**src/cspl_pkg.sv**
```systemverilog
/*
  Constants for the configuration-space power and link register bank:
  register offsets, field positions, write masks and reset values.
  Assumes the config-cycle port hands over dword-aligned byte offsets.
*/
`default_nettype none
package cspl_pkg;
  // Register byte offsets in configuration space
  localparam logic [7:0] CSPL_OFS_LINK_PWR = 8'hec;
  localparam logic [7:0] CSPL_OFS_CFG_LOAD = 8'hf0;
  localparam logic [7:0] CSPL_OFS_IRQ_SEL = 8'hf4;
  localparam logic [7:0] CSPL_OFS_INT_STAT = 8'hf8;

  // Link power control fields
  localparam int CSPL_LP_RST_REL = 0;
  localparam int CSPL_LP_FSYNC = 1;
  localparam int CSPL_LP_WAKE1 = 2;
  localparam int CSPL_LP_WAKE2 = 3;
  localparam int CSPL_LP_SEC_EN = 8;
  localparam int CSPL_LP_EE_DIS = 9;
  localparam int CSPL_LP_SEC_EV = 14;
  localparam int CSPL_LP_PRI_EV = 15;
  localparam logic [31:0] CSPL_LP_WR_MASK = 32'h0000_c303;
  localparam logic [31:0] CSPL_LP_RESET = 32'h0000_0000;

  // Legacy interrupt select fields
  localparam int CSPL_IS_MAP_W = 4;
  localparam int CSPL_IS_MAP_A = 0;
  localparam int CSPL_IS_MAP_B = 8;
  localparam int CSPL_IS_MAP_C = 16;
  localparam int CSPL_IS_GTD = 23;
  localparam int CSPL_IS_FWF = 24;
  localparam int CSPL_IS_AUX_POWER_FLAG = 27;
  localparam int CSPL_IS_VAC = 28;
  localparam int CSPL_IS_AUX_SUPPLY_SUPPORT = 31;
  localparam logic [31:0] CSPL_IS_WR_MASK = 32'hff8f_0f0f;
  localparam logic [31:0] CSPL_IS_RESET = 32'h0000_0000;

  localparam logic [31:0] CSPL_CL_RESET = 32'h0000_0000;

  // Interrupt aggregation
  localparam int CSPL_INT_SRC_W = 8;
  localparam logic [CSPL_INT_SRC_W-1:0] CSPL_INT_RESET = 8'h00;
  localparam int CSPL_LEG_PINS = 3;
endpackage
`default_nettype wire

```
**src/cspl_rise_det.sv**
```systemverilog
/*
  Rising-edge detector for W synchronous levels.
  Assumes the input is already synchronous to clk.
*/
`default_nettype none
module cspl_rise_det #(
  parameter int W = 1
) (
  // Clock and reset
  input wire logic clk,
  input wire logic rst_n,
  // Level in, pulse out
  input wire logic [W-1:0] din,
  output logic [W-1:0] rise
);
  logic [W-1:0] prev_ff;
  logic [W-1:0] nxt_prev;

  always_comb begin
    nxt_prev = din;
    rise = din & ~prev_ff;
  end

  always_ff @(posedge clk or negedge rst_n) begin
    if (!rst_n) begin
      prev_ff <= '0;
    end else begin
      prev_ff <= nxt_prev;
    end
  end
endmodule
`default_nettype wire

```
**src/cspl_regs.sv**
```systemverilog
/*
  Configuration-space register bank for codec link power management,
  EEPROM-loaded option bytes, legacy interrupt mapping and host interrupt
  aggregation. Assumes a decoded config-cycle port (one-cycle strobes),
  pci_rst_n synchronous to clk, and rst_n as the power-on reset.
*/
// Behaviour
// - Codec reset low if bit clear or PCI reset
// - Forced sync bit drives sync high immediately
// - Primary input rising while link down sets wake
// - Secondary input rising while link down and enabled sets wake
// - Wake flags clear on forced sync falling edge
// - Primary slot-12 rise raises event when enabled
// - Secondary slot-12 rise raises event when enabled
// - Loader disabled: no read, pins detached
// - Loader enabled: read EEPROM after power-on
// - Secondary pin: GP pin or codec input
// - Two registers survive PCI bus reset
// - Writes, except status clear, only when write protect permits
// - Option bytes loaded from EEPROM or firmware
// - First option byte in lowest byte lane
// - Aux support mirrored to cold-D3 support
// - Aux current code mirrored to capability
// - Aux power bit mirrored to capability
// - Firmware flags are plain storage
// - Global trap disable suppresses all trapping
// - Zero map keeps legacy pin undriven
// - Legacy pin enable: map and software enable
// - Merge sources onto one host interrupt line
`default_nettype none
module cspl_regs
  import cspl_pkg::*;
(
  // Clock and resets
  input wire logic clk,
  input wire logic rst_n,
  input wire logic pci_rst_n,
  // Configuration cycle port
  input wire logic cfg_wr,
  input wire logic cfg_rd,
  input wire logic [7:0] cfg_addr,
  input wire logic [3:0] cfg_be,
  input wire logic [31:0] cfg_wdata,
  input wire logic config_write_protect,
  output logic [31:0] cfg_rdata,
  output logic cfg_rvalid,
  // Codec link
  input wire logic link_down,
  input wire logic normal_sync,
  input wire logic primary_serial_in,
  input wire logic secondary_serial_in,
  input wire logic primary_gp_int,
  input wire logic secondary_gp_int,
  output logic codec_reset_out_n,
  output logic link_sync_pin,
  output logic secondary_codec_data,
  output logic extended_gp_pin,
  output logic secondary_input_enable,
  output logic pme_event,
  // EEPROM loader
  input wire logic ee_byte_valid,
  input wire logic [1:0] ee_byte_idx,
  input wire logic [7:0] ee_byte_data,
  output logic eeprom_load_start,
  output logic eeprom_pins_attach,
  // Power capability mirrors and flags
  output logic cold_d3_support,
  output logic [2:0] aux_current_code,
  output logic aux_power_flag,
  output logic [2:0] firmware_flags,
  // Legacy trapping
  input wire logic io_trap_hit,
  output logic io_trap_fire,
  // Legacy interrupt pins
  input wire logic [CSPL_LEG_PINS-1:0] legacy_irq_sw_en,
  input wire logic [CSPL_LEG_PINS-1:0] legacy_irq_req,
  output logic [CSPL_LEG_PINS-1:0] legacy_irq_o,
  output logic [CSPL_LEG_PINS-1:0] legacy_irq_oe,
  // Host interrupt
  input wire logic [CSPL_INT_SRC_W-1:0] int_src,
  output logic host_int_o,
  output logic host_int_oe
);
  // Register state
  logic [31:0] link_power_control_ff;
  logic [31:0] nxt_link_power_control;
  logic [31:0] config_load_bytes_ff;
  logic [31:0] nxt_config_load_bytes;
  logic [31:0] legacy_irq_select_ff;
  logic [31:0] nxt_legacy_irq_select;
  logic [CSPL_INT_SRC_W-1:0] int_status_ff;
  logic [CSPL_INT_SRC_W-1:0] nxt_int_status;
  logic sync_prev_ff;
  logic nxt_sync_prev;
  logic load_done_ff;
  logic nxt_load_done;
  logic [31:0] rdata_ff;
  logic [31:0] nxt_rdata;
  logic rvalid_ff;
  logic nxt_rvalid;
  logic [CSPL_LEG_PINS-1:0] irq_level_ff;
  logic [CSPL_LEG_PINS-1:0] nxt_irq_level;

  // Decode and event terms
  logic [31:0] be_mask;
  logic wr_ok;
  logic hit_link_pwr;
  logic hit_cfg_load;
  logic hit_irq_sel;
  logic hit_int_stat;
  logic fsync;
  logic sync_fall;
  logic pri_rise;
  logic sec_rise;
  logic pri_gp_rise;
  logic sec_gp_rise;
  logic wake1_set;
  logic wake2_set;
  logic loader_en;
  logic [CSPL_LEG_PINS*CSPL_IS_MAP_W-1:0] irq_maps;

  // Edge detectors for wake and slot-12 general-purpose interrupts
  cspl_rise_det u_pri_wake (
    .clk(clk),
    .rst_n(rst_n),
    .din(primary_serial_in),
    .rise(pri_rise)
  );
  cspl_rise_det u_sec_wake (
    .clk(clk),
    .rst_n(rst_n),
    .din(secondary_codec_data),
    .rise(sec_rise)
  );
  cspl_rise_det u_pri_gp (
    .clk(clk),
    .rst_n(rst_n),
    .din(primary_gp_int),
    .rise(pri_gp_rise)
  );
  cspl_rise_det u_sec_gp (
    .clk(clk),
    .rst_n(rst_n),
    .din(secondary_gp_int),
    .rise(sec_gp_rise)
  );

  always_comb begin
    be_mask = {{8{cfg_be[3]}}, {8{cfg_be[2]}}, {8{cfg_be[1]}},
               {8{cfg_be[0]}}};
    wr_ok = cfg_wr & config_write_protect;
    // Full-byte compare, so unmapped offsets hit nothing
    hit_link_pwr = cfg_addr == CSPL_OFS_LINK_PWR;
    hit_cfg_load = cfg_addr == CSPL_OFS_CFG_LOAD;
    hit_irq_sel = cfg_addr == CSPL_OFS_IRQ_SEL;
    hit_int_stat = cfg_addr == CSPL_OFS_INT_STAT;
    fsync = link_power_control_ff[CSPL_LP_FSYNC];
    sync_fall = sync_prev_ff & ~fsync;
    // Pin edges only count as wake while the link is down
    wake1_set = pri_rise & link_down;
    wake2_set = sec_rise & link_down;
  end

  // Register file next state
  always_comb begin
    nxt_link_power_control = link_power_control_ff;
    nxt_config_load_bytes = config_load_bytes_ff;
    nxt_legacy_irq_select = legacy_irq_select_ff;
    nxt_int_status = int_status_ff;
    nxt_sync_prev = fsync;
    nxt_load_done = 1'b1;
    nxt_rdata = rdata_ff;
    nxt_rvalid = cfg_rd;
    if (wr_ok && hit_link_pwr) begin
      nxt_link_power_control = (link_power_control_ff &
        ~(CSPL_LP_WR_MASK & be_mask)) |
        (cfg_wdata & CSPL_LP_WR_MASK & be_mask);
    end
    if (wr_ok && hit_irq_sel) begin
      nxt_legacy_irq_select = (legacy_irq_select_ff &
        ~(CSPL_IS_WR_MASK & be_mask)) |
        (cfg_wdata & CSPL_IS_WR_MASK & be_mask);
    end
    if (wr_ok && hit_cfg_load) begin
      nxt_config_load_bytes = (config_load_bytes_ff & ~be_mask) |
        (cfg_wdata & be_mask);
    end
    // EEPROM byte n lands in byte lane n
    if (ee_byte_valid) begin
      nxt_config_load_bytes[ee_byte_idx*8 +: 8] = ee_byte_data;
    end
    // Warm reset edge clears; a same-cycle wake wins
    if (sync_fall) begin
      nxt_link_power_control[CSPL_LP_WAKE1] = 1'b0;
      nxt_link_power_control[CSPL_LP_WAKE2] = 1'b0;
    end
    if (wake1_set) begin
      nxt_link_power_control[CSPL_LP_WAKE1] = 1'b1;
    end
    if (wake2_set) begin
      nxt_link_power_control[CSPL_LP_WAKE2] = 1'b1;
    end
    // Write one to clear; a new source pulse wins
    // Status clear stays outside the write protect
    if (cfg_wr && hit_int_stat) begin
      nxt_int_status = int_status_ff &
        ~(cfg_wdata[CSPL_INT_SRC_W-1:0] & be_mask[CSPL_INT_SRC_W-1:0]);
    end
    nxt_int_status = nxt_int_status | int_src;
    // Bus reset spares link power and irq select registers
    // Option bytes stay clear: only power-on restarts the loader
    if (!pci_rst_n) begin
      nxt_config_load_bytes = CSPL_CL_RESET;
      nxt_int_status = CSPL_INT_RESET;
    end
    if (cfg_rd) begin
      unique case (cfg_addr)
        CSPL_OFS_LINK_PWR: nxt_rdata = link_power_control_ff;
        CSPL_OFS_CFG_LOAD: nxt_rdata = config_load_bytes_ff;
        CSPL_OFS_IRQ_SEL: nxt_rdata = legacy_irq_select_ff;
        CSPL_OFS_INT_STAT: nxt_rdata = {{(32-CSPL_INT_SRC_W){1'b0}},
                                        int_status_ff};
        default: nxt_rdata = 32'h0000_0000;
      endcase
    end
  end

  always_ff @(posedge clk or negedge rst_n) begin
    if (!rst_n) begin
      link_power_control_ff <= CSPL_LP_RESET;
      config_load_bytes_ff <= CSPL_CL_RESET;
      legacy_irq_select_ff <= CSPL_IS_RESET;
      int_status_ff <= CSPL_INT_RESET;
      sync_prev_ff <= 1'b0;
      load_done_ff <= 1'b0;
      rdata_ff <= 32'h0000_0000;
      rvalid_ff <= 1'b0;
    end else begin
      link_power_control_ff <= nxt_link_power_control;
      config_load_bytes_ff <= nxt_config_load_bytes;
      legacy_irq_select_ff <= nxt_legacy_irq_select;
      int_status_ff <= nxt_int_status;
      sync_prev_ff <= nxt_sync_prev;
      load_done_ff <= nxt_load_done;
      rdata_ff <= nxt_rdata;
      rvalid_ff <= nxt_rvalid;
    end
  end

  // Legacy interrupt pin drive
  always_comb begin
    nxt_irq_level = legacy_irq_req;
  end

  always_ff @(posedge clk or negedge rst_n) begin
    if (!rst_n) begin
      irq_level_ff <= '0;
    end else begin
      irq_level_ff <= nxt_irq_level;
    end
  end

  assign irq_maps = {
    legacy_irq_select_ff[CSPL_IS_MAP_C +: CSPL_IS_MAP_W],
    legacy_irq_select_ff[CSPL_IS_MAP_B +: CSPL_IS_MAP_W],
    legacy_irq_select_ff[CSPL_IS_MAP_A +: CSPL_IS_MAP_W]};

  // Maps reset to zero, so every pin powers up undriven
  for (genvar i = 0; i < CSPL_LEG_PINS; i++) begin : g_leg
    assign legacy_irq_oe[i] =
      (|irq_maps[i*CSPL_IS_MAP_W +: CSPL_IS_MAP_W])
      & legacy_irq_sw_en[i];
    assign legacy_irq_o[i] = irq_level_ff[i];
  end

  // Link pins are plain gates: they must act without a clock
  assign codec_reset_out_n =
    link_power_control_ff[CSPL_LP_RST_REL] & pci_rst_n;
  assign link_sync_pin = fsync | normal_sync;
  assign secondary_input_enable = link_power_control_ff[CSPL_LP_SEC_EN];
  assign secondary_codec_data =
    secondary_serial_in & secondary_input_enable;
  assign extended_gp_pin =
    secondary_serial_in & ~secondary_input_enable;
  assign pme_event =
    (pri_gp_rise & link_power_control_ff[CSPL_LP_PRI_EV]) |
    (sec_gp_rise & link_power_control_ff[CSPL_LP_SEC_EV]);

  // One load attempt per power-on reset release
  // Disable bit both blocks the start and detaches the pins
  assign loader_en = ~link_power_control_ff[CSPL_LP_EE_DIS];
  assign eeprom_load_start = ~load_done_ff & loader_en;
  assign eeprom_pins_attach = loader_en;

  assign cold_d3_support = legacy_irq_select_ff[CSPL_IS_AUX_SUPPLY_SUPPORT];
  assign aux_current_code = legacy_irq_select_ff[CSPL_IS_VAC +: 3];
  assign aux_power_flag = legacy_irq_select_ff[CSPL_IS_AUX_POWER_FLAG];
  assign firmware_flags = legacy_irq_select_ff[CSPL_IS_FWF +: 3];
  assign io_trap_fire =
    io_trap_hit & ~legacy_irq_select_ff[CSPL_IS_GTD];

  // Open-drain host line: pulled low while any source pends
  assign host_int_o = 1'b0;
  assign host_int_oe = |int_status_ff;

  assign cfg_rdata = rdata_ff;
  assign cfg_rvalid = rvalid_ff;
endmodule
`default_nettype wire

```
**config.mk**
```make
export PLATFORM = sky130hd
export DESIGN_NAME = cspl_regs
export DESIGN_NICKNAME = d
export VERILOG_FILES = /design/src/cspl_pkg.sv /design/src/cspl_rise_det.sv /design/src/cspl_regs.sv
export SDC_FILE = /design/constraint.sdc
export NUM_CORES = 1
export LEC_CHECK = 0
export BUFFER_PORTS_ARGS = -buffer_cell sky130_fd_sc_hd__buf_2
export CORE_AREA = 4 4 137 139
export DETAILED_ROUTE_END_ITERATION = 6
export DIE_AREA = 0 0 141 143
export GPL_TIMING_DRIVEN = 0
export SETUP_SLACK_MARGIN = 0.5
export SLEW_MARGIN = 15
export SYNTH_ARGS = -nofsm -noshare
export SYNTH_HDL_FRONTEND = slang
export SYNTH_SLANG_ARGS = --single-unit
```
**constraint.sdc**
```tcl
create_clock -name clk -period 3.6 [get_ports clk]
set_clock_uncertainty 0.15 [all_clocks]
set_input_delay 0.36 -clock clk [delete_from_list [all_inputs] [get_ports clk]]
set_output_delay 0.36 -clock clk [all_outputs]
set_load 0.02 [all_outputs]
```
==> impl_results.md <==
- Status: finished, final reports clean
- GRT Resource Usage Total: 0.160
- Yosys cell types: 46
- CP Launch Type: input port
- Yosys reg bits: roughly 110
- Fin nets: 732
- Avg Inst Size Synth: between 10 and 15 um2
- Die Y: 143 um
- Crit Path Class: in2reg
- Worst-path maximum fanout: 10
- Seq/Total Area, Yosys: 0.534
- Final period util: 0.566
- Syn. warnings: 0
- Setup ws final: ~1.6 ns
- Arr. time, crit path: between 2 and 2.5 ns
- Dpl hpwl: between 10000 and 15000 um
- DIE WIDTH: ~140 um
- Most common flop cell mapped by yosys: dfrtp_1
- Area share of the largest cell type after synthesis: 0.534
- TNS Setup: 0 ns
- Post-CTS Setup Repair Bufs: 0
- Area growth, synth to finish: 28.2%
- Maximum clock insertion buffer count: 2
- Placed Cells: ~860
- Layout cells sized above 1: 0.300
- Clock slew at reported path FFs: 0.07 ns
- RSZ-0062 raised after global routing: no
- Largest area contributor in the netlist: dfrtp_1
- Number of H-tree levels: 3
- Req. time, crit path: ~3.7 ns
- Post-synth EDFFs: 0
- Vias in the first global route: ~4400
- Total of max-cap violations: 0
- Ports: 140
- # rows: 49
- GP Congestion: 0.775
- Max Slew Vio Count: 0
- Via count: about 4200
- Iter 0 DRT Violations: 280
- Drt wl/cell: between 15 and 20 um
- CP Capture Type: register
- Remaining DRCs: 0
- FFs w/ async S/R, synth: 1.00
- Final ANT Viol Nets: 0
- Placed instance area: 6250 um2
- CTS sink cnt: around 110
- Antenna Cells: 0
- Leakage: 3.22 nW
- Initial core utilization: 0.295
- Post-Layout Cell Count: about 880
- Setup-failing EPs final: 0
- Die area: between 20000 and 25000 um2
- Vias per inst: 4.81
- Core area: between 15000 and 20000 um2
- Worst Max-Slew Pin Slew: about 1.0 ns
- Post-synthesis instance area: around 5200 um2
- Largest net degree at the start of global routing: between 60 and 70
- Mapped Nets: around 570
- Hold WS: about 0.054 ns
- CTS buffer count: 9
- Total Routed Length: about 16000 um
- # port buffers: between 100 and 150
- Post-route minimum period: around 2.0 ns
- Syn Inst Count: ~490
- CTS tree: built
- First-pass GRT wire length: 25000 um
- Hold Vio Cnt, Final: 0
- First-pass iteration count of the detailed router: 7
- Pre-CTS setup slack: about 1.2 ns
- Peak Freq: around 500 MHz
- Worst IR Drop VDD: roughly 0.31 mV
- Max-slew headroom: 0.312
- Root buffer cell: clkbuf_16
- Grt ovf: 0
- Cell Pwr Density: about 400 nW/um2
- Worst hold path type: in2reg
- Synth area leaders: dfrtp_1 (53%), mux2i_1 (5.4%), mux2_1 (3.5%)
- Initial antenna violation count: 0
- Worst-Skew Late Latency: ~0.34 ns
- Cell area after layout: approximately 6700 um2
==> power breakdown <==
group          leakage [nW]  switching (mW)  internal (mW)
Combinational          1.54           0.142         0.0839
Clock                 0.169           0.452          0.716
Sequential             1.51          0.0150           1.27
==> layer usage <==
metal,GRT usage,part of all wire
met1,0.209,0.45
met2,0.272,0.49
met3,0.0385,0.050
met4,0.0347,0.012
met5,0,0
==> layout by cell type, fill, tap and decap left out, types with 6 or more instances in the layout <==
cell type,instances
a22oi_1,21
a31oi_1,9
buf_2,146
buf_4,9
clkbuf_1,12
clkbuf_16,9
dfrtp_1,111
dlygate4sd3_1,7
inv_1,42
mux2_1,16
mux2_2,16
mux2i_1,28
nand2_1,46
nand3_1,21
nand4_1,7
nor2b_1,6
o211ai_1,7
o21ai_0,18
o21ai_1,22
o22ai_1,26
==> kinds of logic after synthesis <==
family          count (synthesis)  synth area share
compound gates                115             0.143
xor+xnor                        1           0.00168
fa+ha+maj                       5            0.0120
buf+inv                        73            0.0596
flops                         111             0.534
mux                            60             0.123
other cells                     2           0.00144
simple gates                  118             0.125
==> stage by stage <==
step                      total power [mW]  utilization
after floorplan                       1.39            -
final                                 2.68        0.378
after detailed placement              1.53        0.354
after global placement                1.52        0.350
after global routing                  2.80        0.378
after CTS                             2.71        0.378
==> cells in the mapped netlist, types with 11 or more instances <==
cell type,n
nand2_1,46
clkbuf_1,11
inv_1,42
o21ai_0,18
o22ai_1,26
nand3_1,21
mux2i_1,28
mux2_1,16
dfrtp_1,111
o21ai_1,22
a22oi_1,21
mux2_2,16
==> layout make-up <==
| cell class | instances | area (um2) |
|---|---|---|
| multi-input combinational | 301 | 2140 |
| buffer | 30 | 149 |
| clock inverter | 3 | 90.1 |
| sequential | 111 | 2780 |
| tap | 229 | 287 |
| timing repair buffer | 149 | 815 |
| fill | 1818 | 11000 |
| inverter | 43 | 161 |
| clock buffer | 12 | 256 |
==> what timing repair did <==
item | 4_1_cts | 5_1_grt
endpoints found under the hold margin | 56 | 0
hold buffers | 7 | 0
gates resized for setup | 0 | 0
==> worst max-delay path, cell delays in order <==
cell	delay [ns]
buf_2	0.09
and2_1	0.19
nor4bb_1	0.56
nand3_1	0.37
buf_1	0.35
o22ai_1	0.23
==> worst paths after layout <==
check | from | end | slack [ns] | depth (start not counted)
worst max-delay path | cfg_addr[7] | cfg_rdata[16] | 1.56 | 6
worst min-delay path | cfg_rd | cfg_rvalid | 0.05 | 1
worst max register to register | register | cfg_rdata[8] | 2.19 | 3
worst min register to register | u_pri_wake.prev_ff | link_power_control_ff[2] | 0.29 | 1
max in group asynchronous | rst_n | config_load_bytes_ff[14] | 2.25 | 3
min in group asynchronous | rst_n | cfg_rdata[28] | 0.38 | 2
No activity file was read; power rests on OpenSTA's default activity.
